### config.mk
export PLATFORM = sky130hd
export DESIGN_NAME = bstap_top
export DESIGN_NICKNAME = d
export VERILOG_FILES = /design/src/bstap_pkg.sv /design/src/bstap_top.sv
export SDC_FILE = /design/constraint.sdc
export NUM_CORES = 1
export LEC_CHECK = 0
export BUFFER_PORTS_ARGS = -buffer_cell sky130_fd_sc_hd__buf_2
export CORE_MARGIN = 2
export CORE_UTILIZATION = 53
export DETAILED_ROUTE_END_ITERATION = 12
export PLACE_DENSITY = 0.75
export SLEW_MARGIN = 20
export SYNTH_ARGS = -nofsm -noshare
export SYNTH_HDL_FRONTEND = slang
export SYNTH_SLANG_ARGS = --single-unit
### constraint.sdc
create_clock -name CLOCK_IN -period 5.9 [get_ports CLOCK_IN]
set_clock_uncertainty 0.15 [all_clocks]
set_input_delay 0.59 -clock CLOCK_IN [delete_from_list [all_inputs] [get_ports CLOCK_IN]]
set_output_delay 0.59 -clock CLOCK_IN [all_outputs]
set_load 0.05 [all_outputs]
### src/bstap_pkg.sv
package bstap_pkg;
	// ----------------------------------------
	// TAP states (Gray code in the order listed)
	// ----------------------------------------
	typedef enum logic [3:0] {
		BSTAP_TLR = 4'h0,
		BSTAP_RTI = 4'h1,
		BSTAP_SEL_DR = 4'h3,
		BSTAP_CAP_DR = 4'h2,
		BSTAP_SHIFT_DR = 4'h6,
		BSTAP_EXIT1_DR = 4'h7,
		BSTAP_PAUSE_DR = 4'h5,
		BSTAP_EXIT2_DR = 4'h4,
		BSTAP_UPD_DR = 4'hc,
		BSTAP_SEL_IR = 4'hd,
		BSTAP_CAP_IR = 4'hf,
		BSTAP_SHIFT_IR = 4'he,
		BSTAP_EXIT1_IR = 4'ha,
		BSTAP_PAUSE_IR = 4'hb,
		BSTAP_EXIT2_IR = 4'h9,
		BSTAP_UPD_IR = 4'h8
	} bstap_state_t;
	// ----------------------------------------
	// Instructions
	// ----------------------------------------
	localparam int IR_W = 4;
	typedef enum logic [IR_W-1:0] {
		BSTAP_EXTEST = 4'h0,
		BSTAP_SAMPLE = 4'h1,
		BSTAP_IDCODE = 4'h2,
		BSTAP_CLAMP = 4'h3,
		BSTAP_INTEST = 4'h4,
		BSTAP_VPRIV = 4'h8,
		BSTAP_BYPASS = 4'hf
	} bstap_instr_t;
	localparam logic [IR_W-1:0] IR_CAPTURE = 4'h1;
	localparam int ID_W = 32;
	localparam int BSR_N = 8;
	localparam logic [ID_W-1:0] ID_CODE_DEF = 32'h0a5c_3001; // Arbitrary value
endpackage : bstap_pkg

### src/bstap_top.sv
`timescale 1ns/1ps
// Notes on behaviour
// RQ1: Five test pins: mode select, clock, reset, data in, data out.
// RQ2: BYPASS puts one shift stage between data in and data out.
// RQ3: Test reset low forces test-logic-reset at once, asynchronously.
// RQ4: Test-logic-reset loads IDCODE into the instruction register.
// RQ5: Controller stays in reset during normal operation; tester keeps it there.
// RQ6: IDCODE selects the identification register as data path.
// RQ7: Capture-DR loads the fixed code, then shifts toward data out.
// RQ8: Identification register is 32 bits: maker, part, version.
// RQ9: Bit 31 nearest data in, bit 0 shifted out first.
// RQ10: EXTEST drives and observes pins from the scan register.
// RQ11: SAMPLE captures pins in normal mode and preloads output latches.
// RQ12: CLAMP selects bypass while pins are driven from the scan register.
// RQ13: INTEST drives the core from the chain and captures its responses.
// RQ14: A private vendor test instruction is decoded.
// RQ15: Sixteen-state sequence on rising clock, TDO on falling, floats elsewhere.
// RQ16: Four-bit opcodes; all ones and unused codes act as BYPASS.
module bstap_top
	import bstap_pkg::*;
#(
	parameter logic [ID_W-1:0] ID_CODE = ID_CODE_DEF // Arbitrary value
) (
	input wire logic CLOCK_IN,
	input wire logic SYS_RST_IN,
	input wire logic TCK_IN, // RQ1
	input wire logic TMS_IN,
	input wire logic TDI_IN,
	input wire logic TRST_N_IN,
	output logic TDO_OUT,
	output logic TDO_OE_OUT,
	input wire logic [BSR_N-1:0] PIN_IN,
	input wire logic [BSR_N-1:0] CORE_OUT_IN,
	output logic [BSR_N-1:0] PIN_OUT,
	output logic [BSR_N-1:0] CORE_IN_OUT,
	output logic VPRIV_TEST_OUT
);
	// ----------------------------------------
	// Synchronisers
	// ----------------------------------------
	logic [2:0] s1_q;
	logic [2:0] s2_q;
	logic [BSR_N-1:0] pin_s1_q;
	logic [BSR_N-1:0] pin_s2_q;
	logic tck_d1_q;
	logic [1:0] trst_sync_q;
	logic trst_arst;
	logic trst_n;
	logic tck_s;
	logic tms_s;
	logic tdi_s;
	logic tck_rise;
	logic tck_fall;
	always_ff @(posedge CLOCK_IN or posedge SYS_RST_IN) begin
		if (SYS_RST_IN) begin
			s1_q <= 3'h0;
			s2_q <= 3'h0;
			pin_s1_q <= '0;
			pin_s2_q <= '0;
			tck_d1_q <= 1'b0;
		end else begin
			s1_q <= {TDI_IN, TMS_IN, TCK_IN};
			s2_q <= s1_q;
			pin_s1_q <= PIN_IN;
			pin_s2_q <= pin_s1_q;
			tck_d1_q <= s2_q[0];
		end
	end
	assign tck_s = s2_q[0];
	assign tms_s = s2_q[1];
	assign tdi_s = s2_q[2];
	// Edges found on the system clock; TCK must stay well below it
	assign tck_rise = tck_s & ~tck_d1_q;
	assign tck_fall = ~tck_s & tck_d1_q;
	// ----------------------------------------
	// Test reset: asserts at once, releases after two clocks
	// ----------------------------------------
	assign trst_arst = SYS_RST_IN | ~TRST_N_IN; // RQ3
	always_ff @(posedge CLOCK_IN or posedge trst_arst) begin
		if (trst_arst) begin
			trst_sync_q <= 2'h0;
		end else begin
			trst_sync_q <= {trst_sync_q[0], 1'b1};
		end
	end
	// Synchronised release lets all TAP flops leave reset together
	assign trst_n = trst_sync_q[1];
	logic arst;
	assign arst = SYS_RST_IN | ~trst_n; // RQ3 RQ5
	// ----------------------------------------
	// TAP controller
	// ----------------------------------------
	bstap_state_t st_q;
	bstap_state_t st_d;
	function automatic bstap_state_t next_st(input bstap_state_t s, input logic m);
		case (s)
			BSTAP_TLR: next_st = m ? BSTAP_TLR : BSTAP_RTI;
			BSTAP_RTI: next_st = m ? BSTAP_SEL_DR : BSTAP_RTI;
			BSTAP_SEL_DR: next_st = m ? BSTAP_SEL_IR : BSTAP_CAP_DR;
			BSTAP_CAP_DR: next_st = m ? BSTAP_EXIT1_DR : BSTAP_SHIFT_DR;
			BSTAP_SHIFT_DR: next_st = m ? BSTAP_EXIT1_DR : BSTAP_SHIFT_DR;
			BSTAP_EXIT1_DR: next_st = m ? BSTAP_UPD_DR : BSTAP_PAUSE_DR;
			BSTAP_PAUSE_DR: next_st = m ? BSTAP_EXIT2_DR : BSTAP_PAUSE_DR;
			BSTAP_EXIT2_DR: next_st = m ? BSTAP_UPD_DR : BSTAP_SHIFT_DR;
			BSTAP_UPD_DR: next_st = m ? BSTAP_SEL_DR : BSTAP_RTI;
			BSTAP_SEL_IR: next_st = m ? BSTAP_TLR : BSTAP_CAP_IR;
			BSTAP_CAP_IR: next_st = m ? BSTAP_EXIT1_IR : BSTAP_SHIFT_IR;
			BSTAP_SHIFT_IR: next_st = m ? BSTAP_EXIT1_IR : BSTAP_SHIFT_IR;
			BSTAP_EXIT1_IR: next_st = m ? BSTAP_UPD_IR : BSTAP_PAUSE_IR;
			BSTAP_PAUSE_IR: next_st = m ? BSTAP_EXIT2_IR : BSTAP_PAUSE_IR;
			BSTAP_EXIT2_IR: next_st = m ? BSTAP_UPD_IR : BSTAP_SHIFT_IR;
			BSTAP_UPD_IR: next_st = m ? BSTAP_SEL_DR : BSTAP_RTI;
			default: next_st = BSTAP_TLR;
		endcase
	endfunction : next_st
	assign st_d = next_st(st_q, tms_s);
	always_ff @(posedge CLOCK_IN or posedge arst) begin
		if (arst) begin
			st_q <= BSTAP_TLR; // RQ3
		end else if (tck_rise) begin
			st_q <= st_d; // RQ15
		end
	end
	// ----------------------------------------
	// Instruction register
	// ----------------------------------------
	logic [IR_W-1:0] ir_sh_q;
	bstap_instr_t ir_q;
	// Unused codes fall back to BYPASS so the chain stays one bit
	function automatic bstap_instr_t decode_ir(input logic [IR_W-1:0] c);
		case (c)
			BSTAP_EXTEST, BSTAP_SAMPLE, BSTAP_IDCODE, BSTAP_CLAMP,
			BSTAP_INTEST, BSTAP_VPRIV: decode_ir = bstap_instr_t'(c);
			default: decode_ir = BSTAP_BYPASS; // RQ16
		endcase
	endfunction : decode_ir
	always_ff @(posedge CLOCK_IN or posedge arst) begin
		if (arst) begin
			ir_sh_q <= IR_CAPTURE;
			ir_q <= BSTAP_IDCODE;
		end else if (tck_rise) begin
			if (st_q == BSTAP_TLR) begin
				ir_q <= BSTAP_IDCODE; // RQ4
			end else if (st_q == BSTAP_CAP_IR) begin
				ir_sh_q <= IR_CAPTURE;
			end else if (st_q == BSTAP_SHIFT_IR) begin
				ir_sh_q <= {tdi_s, ir_sh_q[IR_W-1:1]};
			end else if (st_q == BSTAP_UPD_IR) begin
				ir_q <= decode_ir(ir_sh_q); // RQ14 RQ16
			end
		end
	end
	// ----------------------------------------
	// Data registers
	// ----------------------------------------
	logic byp_q;
	logic [ID_W-1:0] id_q;
	logic [BSR_N*2-1:0] bsr_q;
	logic [BSR_N*2-1:0] bsr_upd_q;
	logic sel_bsr;
	logic sel_id;
	logic drv_pins;
	assign sel_id = (ir_q == BSTAP_IDCODE); // RQ6
	assign sel_bsr = (ir_q == BSTAP_EXTEST) | (ir_q == BSTAP_SAMPLE) | (ir_q == BSTAP_INTEST);
	assign drv_pins = (ir_q == BSTAP_EXTEST) | (ir_q == BSTAP_CLAMP); // RQ10 RQ12
	// Bypass stage also serves CLAMP, the private code and unused codes
	always_ff @(posedge CLOCK_IN or posedge arst) begin
		if (arst) begin
			byp_q <= 1'b0;
		end else if (tck_rise && !sel_id && !sel_bsr) begin
			if (st_q == BSTAP_CAP_DR) begin
				byp_q <= 1'b0;
			end else if (st_q == BSTAP_SHIFT_DR) begin
				byp_q <= tdi_s; // RQ2
			end
		end
	end
	always_ff @(posedge CLOCK_IN or posedge arst) begin
		if (arst) begin
			id_q <= '0;
		end else if (tck_rise && sel_id) begin
			if (st_q == BSTAP_CAP_DR) begin
				id_q <= ID_CODE; // RQ7 RQ8
			end else if (st_q == BSTAP_SHIFT_DR) begin
				id_q <= {tdi_s, id_q[ID_W-1:1]}; // RQ9
			end
		end
	end
	// Cells: low half observe pins, high half observe core outputs
	always_ff @(posedge CLOCK_IN or posedge arst) begin
		if (arst) begin
			bsr_q <= '0;
			bsr_upd_q <= '0;
		end else if (tck_rise && sel_bsr) begin
			if (st_q == BSTAP_CAP_DR) begin
				// Pin values come through the synchroniser
				bsr_q <= {CORE_OUT_IN, pin_s2_q}; // RQ11 RQ13
			end else if (st_q == BSTAP_SHIFT_DR) begin
				bsr_q <= {tdi_s, bsr_q[BSR_N*2-1:1]};
			end else if (st_q == BSTAP_UPD_DR) begin
				bsr_upd_q <= bsr_q; // RQ11
			end
		end
	end
	// ----------------------------------------
	// Pin and core muxing
	// ----------------------------------------
	// Functional paths stay combinational so normal operation sees no delay
	always_comb begin
		PIN_OUT = drv_pins ? bsr_upd_q[BSR_N*2-1:BSR_N] : CORE_OUT_IN; // RQ10 RQ12
		CORE_IN_OUT = (ir_q == BSTAP_INTEST) ? bsr_upd_q[BSR_N-1:0] : PIN_IN; // RQ13
	end
	assign VPRIV_TEST_OUT = (ir_q == BSTAP_VPRIV); // RQ14
	// ----------------------------------------
	// Serial output, falling TCK
	// ----------------------------------------
	logic tdo_q;
	logic tdo_oe_q;
	logic dr_bit;
	assign dr_bit = sel_id ? id_q[0] : (sel_bsr ? bsr_q[0] : byp_q);
	// Falling-edge update gives the tester half a period of hold
	always_ff @(posedge CLOCK_IN or posedge arst) begin
		if (arst) begin
			tdo_q <= 1'b0;
			tdo_oe_q <= 1'b0;
		end else if (tck_fall) begin
			tdo_oe_q <= (st_q == BSTAP_SHIFT_DR) | (st_q == BSTAP_SHIFT_IR); // RQ15
			tdo_q <= (st_q == BSTAP_SHIFT_IR) ? ir_sh_q[0] : dr_bit; // RQ15
		end
	end
	assign TDO_OUT = tdo_q;
	assign TDO_OE_OUT = tdo_oe_q;
	// ----------------------------------------
	// Checks
	// ----------------------------------------
	// Checks run on the system clock; all but AST_TRST_RESET and COV_TRST_MID stand down in reset
	AST_TRST_RESET: assert property (@(posedge CLOCK_IN) !TRST_N_IN |=> st_q == BSTAP_TLR) // RQ3
		else $error("TAP not in reset under test reset");
	AST_TLR_IR: assert property (@(posedge CLOCK_IN) disable iff (arst)
		st_q == BSTAP_TLR && tck_rise |=> ir_q == BSTAP_IDCODE) // RQ4
		else $error("Reset state did not load IDCODE");
	AST_TMS_FIVE: assert property (@(posedge CLOCK_IN) disable iff (arst)
		tck_rise && tms_s && st_q == BSTAP_SEL_IR |=> st_q == BSTAP_TLR) // RQ15
		else $error("Select-IR with TMS high missed reset");
	AST_ID_CAP: assert property (@(posedge CLOCK_IN) disable iff (arst)
		tck_rise && sel_id && st_q == BSTAP_CAP_DR |=> id_q == ID_CODE) // RQ7
		else $error("ID code not captured");
	AST_BYP_SHIFT: assert property (@(posedge CLOCK_IN) disable iff (arst)
		tck_rise && ir_q == BSTAP_BYPASS && st_q == BSTAP_SHIFT_DR |=> byp_q == $past(tdi_s)) // RQ2
		else $error("Bypass stage did not take data in");
	AST_ID_LSB: assert property (@(posedge CLOCK_IN) disable iff (arst)
		tck_fall && sel_id && st_q == BSTAP_SHIFT_DR |=> TDO_OUT == $past(id_q[0])) // RQ9
		else $error("ID bit 0 not first on data out");
	AST_OE_SHIFT: assert property (@(posedge CLOCK_IN) disable iff (arst)
		tck_fall |=> TDO_OE_OUT == $past(st_q == BSTAP_SHIFT_DR || st_q == BSTAP_SHIFT_IR)) // RQ15
		else $error("Data out enable wrong after falling test clock");
	AST_TDO_HOLD: assert property (@(posedge CLOCK_IN) disable iff (arst)
		!tck_fall |=> $stable(TDO_OUT) && $stable(TDO_OE_OUT)) // RQ15
		else $error("Data out changed away from falling test clock");
	AST_IR_TDO: assert property (@(posedge CLOCK_IN) disable iff (arst)
		tck_fall && st_q == BSTAP_SHIFT_IR |=> TDO_OUT == $past(ir_sh_q[0]) && TDO_OE_OUT) // RQ15
		else $error("Instruction bit not on data out");
	AST_STATE_HOLD: assert property (@(posedge CLOCK_IN) disable iff (arst)
		!tck_rise |=> $stable(st_q)) // RQ15
		else $error("TAP state moved without rising test clock");
	AST_IR_HOLD: assert property (@(posedge CLOCK_IN) disable iff (arst)
		!(tck_rise && (st_q == BSTAP_UPD_IR || st_q == BSTAP_TLR)) |=> $stable(ir_q)) // RQ4
		else $error("Instruction changed outside update or reset");
	AST_IR_ONES: assert property (@(posedge CLOCK_IN) disable iff (arst)
		tck_rise && st_q == BSTAP_UPD_IR && (&ir_sh_q) |=> ir_q == BSTAP_BYPASS) // RQ16
		else $error("All-ones code did not select BYPASS");
	AST_BYP_CAP: assert property (@(posedge CLOCK_IN) disable iff (arst)
		tck_rise && ir_q == BSTAP_BYPASS && st_q == BSTAP_CAP_DR |=> !byp_q) // RQ2
		else $error("Bypass stage not cleared at capture");
	AST_BSR_UPD: assert property (@(posedge CLOCK_IN) disable iff (arst)
		tck_rise && sel_bsr && st_q == BSTAP_UPD_DR |=> bsr_upd_q == $past(bsr_q)) // RQ11
		else $error("Scan latches not loaded at update");
	AST_EXTEST_PINS: assert property (@(posedge CLOCK_IN) disable iff (arst)
		ir_q == BSTAP_EXTEST |-> PIN_OUT == bsr_upd_q[BSR_N*2-1:BSR_N]) // RQ10
		else $error("EXTEST pins not from scan latches");
	AST_CLAMP_PINS: assert property (@(posedge CLOCK_IN) disable iff (arst)
		ir_q == BSTAP_CLAMP |-> PIN_OUT == bsr_upd_q[BSR_N*2-1:BSR_N] && !sel_bsr) // RQ12
		else $error("CLAMP path wrong");
	AST_INTEST_CORE: assert property (@(posedge CLOCK_IN) disable iff (arst)
		ir_q == BSTAP_INTEST |-> CORE_IN_OUT == bsr_upd_q[BSR_N-1:0]) // RQ13
		else $error("INTEST core stimulus wrong");
	AST_SAMPLE_FUNC: assert property (@(posedge CLOCK_IN) disable iff (arst)
		ir_q == BSTAP_SAMPLE |-> PIN_OUT == CORE_OUT_IN) // RQ11
		else $error("SAMPLE disturbed pins");
	AST_PRIV: assert property (@(posedge CLOCK_IN) disable iff (arst)
		tck_rise && st_q == BSTAP_UPD_IR && ir_sh_q == BSTAP_VPRIV |=> VPRIV_TEST_OUT) // RQ14
		else $error("Private test flag wrong");
	COV_IDCODE: cover property (@(posedge CLOCK_IN) disable iff (arst)
		sel_id && st_q == BSTAP_SHIFT_DR && tck_rise);
	COV_EXTEST: cover property (@(posedge CLOCK_IN) disable iff (arst)
		ir_q == BSTAP_EXTEST && st_q == BSTAP_UPD_DR);
	COV_IR_UPD: cover property (@(posedge CLOCK_IN) disable iff (arst)
		st_q == BSTAP_UPD_IR && tck_rise);
	COV_BYPASS: cover property (@(posedge CLOCK_IN) disable iff (arst)
		ir_q == BSTAP_BYPASS && st_q == BSTAP_SHIFT_DR && tck_rise);
	COV_TRST_MID: cover property (@(posedge CLOCK_IN)
		st_q == BSTAP_SHIFT_DR ##1 arst);
endmodule : bstap_top

==> impl_metrics.tcl, run 1 <==
set metrics [dict create \
    fin_crit_sh 0.494 \
    ir_worst_vdd_v 0.000238 \
    tightest_slew_ps 995 \
    min_path_type "input port to async pin" \
    ys_ff_latch 104 \
    cts_resized 0 \
    status "finished clean" \
    dieArea_um2 9150 \
    final_max_slew_viol_count 0 \
    synth_area_per_cell_um2 11.0 \
    num_io_pins 41 \
    overflow 0 \
    grt_pass1_wl_um 13100 \
    grt_pass1_vias 2791 \
    dp_hpwl_um 5350 \
    rsz0062_at_grt "no" \
    cts_inserted_buffers 9 \
    end_kind "primary output" \
    drcViolationCount 0 \
    path_clk_slew_ps 90 \
    yosys.area_share.simple 0.146 \
    p_per_area_nw_per_um2 410 \
    period_needed_ps 2910 \
    final.setup.tns_ps 0 \
    relSlewSlack 0.336 \
    htreeDepth 3 \
    yosysSeqAreaShare 0.585 \
    grt_use_met2 0.307 \
    die_w_um 95.7 \
    initial_core_util 0.545 \
    cts_sinks 104 \
    path_cells "nor4b_4, mux2_2, buf_2" \
    critPathRequiredTime_ps 5160 \
    synth_top_family_by_area "simple AND/OR/NAND/NOR gates" \
    yosys_most_used_dff "dfrtp_1" \
    nNetsFinal 457 \
    synth_xor_area_frac 0.00197 \
    setup_viol 0 \
    synthArstFlopShare 1.00 \
    cpPeakStageDelay_ps 680 \
    area_delta_synth_final_pct 9.47 \
    netlist_area_um2 4450 \
    wl_um 8050 \
    clock_latency_ps 360 \
    num_rows 33 \
    antenna_cells 0 \
    place.gp.congestion 0.769 \
    ys_top_cells_by_area "dfrtp_1, nand2_1, o21ai_0" \
    max_clock_freq_ghz 0.343 \
    syn-instance-count 405 \
    finalHoldViolations 0 \
    cts_tree "yes" \
    synth-compound-area-share 0.107 \
    grt_max_degree 65 \
    wire_per_inst_um 14.8 \
    whs_ps 24.2 \
    synth_top_area_share 0.573 \
    maxCapViolCount 0 \
    synth_nets 427 \
    final_antenna_net_count 0 \
    post_drt_via_cell_ratio 5.28 \
    clock_path_buffers 2 \
    vias 2874 \
    ys_warn_count 0 \
    io_buffers 40 \
    cp-start-kind "flip-flop" \
    synth_fa_ha_area_frac 0.00225 \
    worst-setup-path-type "flip-flop to primary output" \
    top_usage_layer "met2" \
    drive_gt1_frac 0.230 \
    die_h_um 95.7 \
    synth_edf_count 0 \
    leakagePower_uw 0.00224 \
    antenna_found_initial 0 \
    use_met1 0.248 \
    first_pass_iters 5 \
    yosysTopAreaCell "dfrtp_1" \
    grt.total_usage 0.189 \
    muxShareOfSynthArea 0.128 \
    critPathArrivalTime_ps 2170 \
    cts-root-buf "clkbuf_8" \
    grt_use_met3 0.0490 \
    cp_max_fo 8 \
    synth_cell_type_count 45 \
    core_um2 8180 \
    drt_iter0_drc 126 \
    slowest_stage "nor4b_4" \
]
==> critical path: cells and delay by family, from the launching register on <==
family	cells	cell delay, ps
buffers and inverters	1	210
flip-flops	1	510
multiplexers	1	410
AND/OR/NAND/NOR	1	680
==> flip-flops by register name, summed over array words and instances, names as in the netlist <==
signal,cells
TDO_OE_OUT,1
TDO_OUT,1
tck_d1_q,1
id_q,32
bsr_upd_q,16
ir_q,4
bsr_q,16
trst_sync_q,2
byp_q,1
s2_q,3
s1_q,3
ir_sh_q,4
st_q,4
pin_s1_q,8
pin_s2_q,8
==> cell families (layout without fill, tap and decap cells) <==
| family | Yosys count | after routing |
|---|---|---|
| AND/OR/NAND/NOR | 137 | 137 |
| flip-flops | 104 | 104 |
| AO/OA/AOI/OAI | 84 | 84 |
| multiplexers | 49 | 49 |
| buffers and inverters | 28 | 62 |
| adder cells (fa/ha/maj) | 1 | 1 |
| other | 1 | 1 |
| XOR/XNOR | 1 | 1 |
==> metal layers <==
metal,wire length [um],up-vias
met5,0,-
met1,3750,1383
li1,-,1430
met2,3870,51
met3,310,10
met4,119,0
==> repair_timing <==
item,CTS,global route
hold buffers,1,0
buffers inserted,0,0
hold endpoints to repair,2,0
==> worst paths after layout <==
| check | startpoint | endpoint | slack [ps] | cells past startpoint |
|---|---|---|---|---|
| worst min register to register | pin_s1_q[0] | pin_s2_q[0] | 200 | 0 |
| worst max-delay path | ir_q[3] | CORE_IN_OUT[0] | 2990 | 3 |
| max in group asynchronous | trst_sync_q[1] | id_q[25] | 4100 | 2 |
| min in group CLOCK_IN | TMS_IN | s1_q[1] | 180 | 1 |
| worst min-delay path | SYS_RST_IN | trst_sync_q[0] | 20 | 2 |
| worst max register to register | tck_d1_q | id_q[4] | 3100 | 3 |
==> layout by cell type, fill, tap and decap left out, drive strengths merged, types with 2 or more instances in the layout <==
| cell | n |
|---|---|
| nand3 | 4 |
| clkbuf | 10 |
| mux2i | 17 |
| inv | 4 |
| a21oi | 7 |
| buf | 42 |
| o21ai | 63 |
| nor2b | 3 |
| a22o | 2 |
| dfstp | 2 |
| nor3b | 2 |
| mux2 | 32 |
| a31oi | 2 |
| nor4b | 4 |
| nor2 | 22 |
| nand2 | 86 |
| clkinvlp | 2 |
| and2 | 2 |
| nand2b | 8 |
| nand4 | 2 |
| dfrtp | 102 |
| o31ai | 2 |
| clkinv | 3 |
==> power breakdown <==
group / internal [uW] / switching (uW) / leakage, uW
registers: 827 / 150 / 0.00134
logic: 237 / 387 / 0.000816
clock network: 162 / 235 / 0.0000841
total: 1230 / 772 / 0.00224
==> cell type report <==
| class | count | area, um^2 |
|---|---|---|
| fillers | 681 | 3300 |
| flip-flops and latches | 104 | 2610 |
| multi-input cells | 273 | 1730 |
| repair buffers | 43 | 225 |
| clock buffers | 10 | 138 |
| well taps | 105 | 131 |
| clock inverters | 5 | 33.8 |
| inverters | 4 | 15.0 |
==> stage by stage <==
stage | power (uW) | area [um^2] | setup slack [ps] | utilization | instances
final | 2000 | 4880 | 2990 | 0.596 | 544
after global routing | 2110 | 4880 | 2660 | 0.596 | 544
after CTS | 2010 | 4870 | 2970 | 0.596 | 544
after detailed placement | 1610 | 4690 | 3110 | 0.574 | 528
after global placement | 1590 | 4690 | 3250 | 0.574 | 528
after floorplan | 1470 | 4450 | 257 | - | 405
==> synthesized netlist by cell type, types with 2 or more instances <==
| master | instances |
|---|---|
| a21oi_1 | 7 |
| a22o_1 | 2 |
| a31oi_1 | 2 |
| and2_1 | 2 |
| buf_2 | 5 |
| buf_6 | 3 |
| clkbuf_1 | 16 |
| dfrtp_1 | 102 |
| dfstp_2 | 2 |
| inv_1 | 4 |
| mux2_2 | 22 |
| mux2_4 | 10 |
| mux2i_1 | 17 |
| nand2_1 | 86 |
| nand2b_1 | 8 |
| nand3_1 | 3 |
| nor2_1 | 22 |
| nor2b_1 | 3 |
| nor4b_1 | 2 |
| o21ai_0 | 54 |
| o21ai_1 | 8 |
| o31ai_1 | 2 |
No activity file was read; power rests on OpenSTA's default activity.
==> run 2, diff against run 1 <==
Settings changed: CORE_UTILIZATION 53 to 59, PLACE_DENSITY 0.75 to 0.79.
Clock period 5.9 ns to 2.8 ns, I/O delays scaled along.
==> run 2 against run 1 <==
Compared with the run above:
- clock-buffer cell count is the same
- first-iteration DRC count is 19% higher
- combinational power rose by 130%
- critical path depth unchanged
- non-clock buffer count rose by 21
- sequential cell count did not move
- die area decreased by 9.8%
- critical path type unchanged
- largest cell class unchanged
==> impl_metrics.tcl, run 2 (same netlist as run 1, synthesis figures left out) <==
set metrics [dict create \
    status "finished clean" \
    cp-start-kind "flip-flop" \
    combPwrFrac 0.336 \
    fin_crit_sh 0.923 \
    area_delta_synth_final_pct 13.8 \
    core_um2 7290 \
    place_inst 530 \
    final_max_slew_viol_count 0 \
    min_path_type "input port to flip-flop" \
    p_per_area_nw_per_um2 849 \
    grt.total_usage 0.218 \
    drcViolationCount 0 \
    intPower_uw 2650 \
    vias 3020 \
    antenna_cells 0 \
    whs_ps 73.5 \
    ir_worst_vdd_v 0.000541 \
    grt_pass1_vias 3160 \
    cp_max_fo 8 \
    die_h_um 90.9 \
    cts_tree "yes" \
    first_pass_iters 4 \
    dp_hpwl_um 5420 \
    nNetsFinal 478 \
    end_kind "primary output" \
    tightest_slew_ps 837 \
    htreeDepth 3 \
    final.setup.tns_ps 0 \
    p_seq_frac 0.459 \
    slowest_stage "nor4b_4" \
    wire_per_inst_um 14.7 \
    initial_core_util 0.611 \
    dieArea_um2 8260 \
    cpPeakStageDelay_ps 650 \
    path_clk_slew_ps 100 \
    period_needed_ps 2580 \
    antenna_found_initial 0 \
    grt_pass1_wl_um 14300 \
    drt_iter0_drc 150 \
    cts_sinks 104 \
    critical_path_buf_inv_count 1 \
    largest_register "id_q" \
    top_regs "id_q (32), bsr_q (16), bsr_upd_q (16)" \
    grt_max_degree 65 \
    design_area_um2 5070 \
    critPathRequiredTime_ps 2370 \
    clock_latency_ps 370 \
    final_antenna_net_count 0 \
    layout_commonest_cell "dfrtp_1" \
    relSlewSlack 0.441 \
    path_delay_family "simple AND/OR/NAND/NOR gates" \
    cts_inserted_buffers 9 \
    clkPwrFrac 0.205 \
    finalHoldViolations 0 \
    worst-setup-path-type "flip-flop to primary output" \
    postPlaceCellArea_um2 4740 \
    max_clock_freq_ghz 0.387 \
    fillers 544 \
    switching_power_uw 1660 \
    overflow 0 \
    io_buffers 40 \
    path_cells "nor4b_4, mux2_2, buf_2" \
    cts_resized 0 \
    die_w_um 90.9 \
    mostFrequentLayoutCells "dfrtp_1, nand2_1, o21ai_0, buf_2" \
    largest_reg_flops 32 \
    maxCapViolCount 0 \
    fin_total_pwr_uw 4310 \
    setup_viol 0 \
    layoutNonFillerInstCount 560 \
    rsz0062_at_grt "no" \
    wl_um 8240 \
    drive_gt1_frac 0.236 \
    swShare 0.385 \
    clock_path_buffers 2 \
    cts-root-buf "clkbuf_8" \
    num_io_pins 41 \
    leakagePower_uw 0.00235 \
    critPathArrivalTime_ps 2150 \
    place.gp.congestion 0.793 \
    num_rows 31 \
    post_drt_via_cell_ratio 5.39 \
]
-- run 2: what timing repair did --
| action | CTS | global route |
|---|---|---|
| setup buffers | 0 | 0 |
| endpoints found under the hold margin | 54 | 0 |
| hold buffers | 14 | 0 |
-- run 2: worst paths after layout --
| path | slack, ps | cells past startpoint | startpoint | endpoint |
|---|---|---|---|---|
| worst max-delay path | 220 | 3 | ir_q[3] | CORE_IN_OUT[0] |
| min in group asynchronous | 230 | 1 | trst_sync_q[1] | ir_sh_q[2] |
| worst max register to register | 640 | 5 | st_q[0] | id_q[18] |
| worst min-delay path | 70 | 3 | CORE_OUT_IN[2] | bsr_q[10] |
| max in group asynchronous | 1190 | 4 | SYS_RST_IN | id_q[7] |
| worst min register to register | 190 | 0 | s1_q[1] | s2_q[1] |
-- run 2: tightest hold or removal path, stage by stage --
cell,delay [ps]
buf_2,90
mux2i_1,60
o21ai_0,130
-- run 2: per-stage QoR --
step	worst slack [ps]	util
after floorplan	173	-
after global placement	662	0.650
after detailed placement	598	0.650
after CTS	175	0.695
after global routing	73.0	0.695
final	217	0.695
-- run 2: cell type report --
type / instances / area (um^2) / share of cell area
repair buffers: 64 / 415 / 0.0819
clock buffers: 10 / 138 / 0.0271
well taps: 99 / 124 / 0.0244
flip-flops and latches: 104 / 2610 / 0.514
clock inverters: 6 / 51.3 / 0.0101
multi-input cells: 273 / 1720 / 0.340
inverters: 4 / 15.0 / 0.00296
-- run 2: per-layer routing --
layer	vias up	track usage	share of wire
met5	-	0	0
met4	0	0.0758	0.013
met3	10	0.0626	0.038
met2	58	0.372	0.51
met1	1477	0.267	0.44
li1	1475	-	-
-- run 2: power by group through the flow --
stage	Clock [uW]	Combinational, uW	Sequential [uW]
finish	884	1450	1980
global route	968	1570	2020
CTS	903	1450	1980
detailed placement	0	1440	2000
global placement	0	1390	1980
floorplan	0	1170	1930
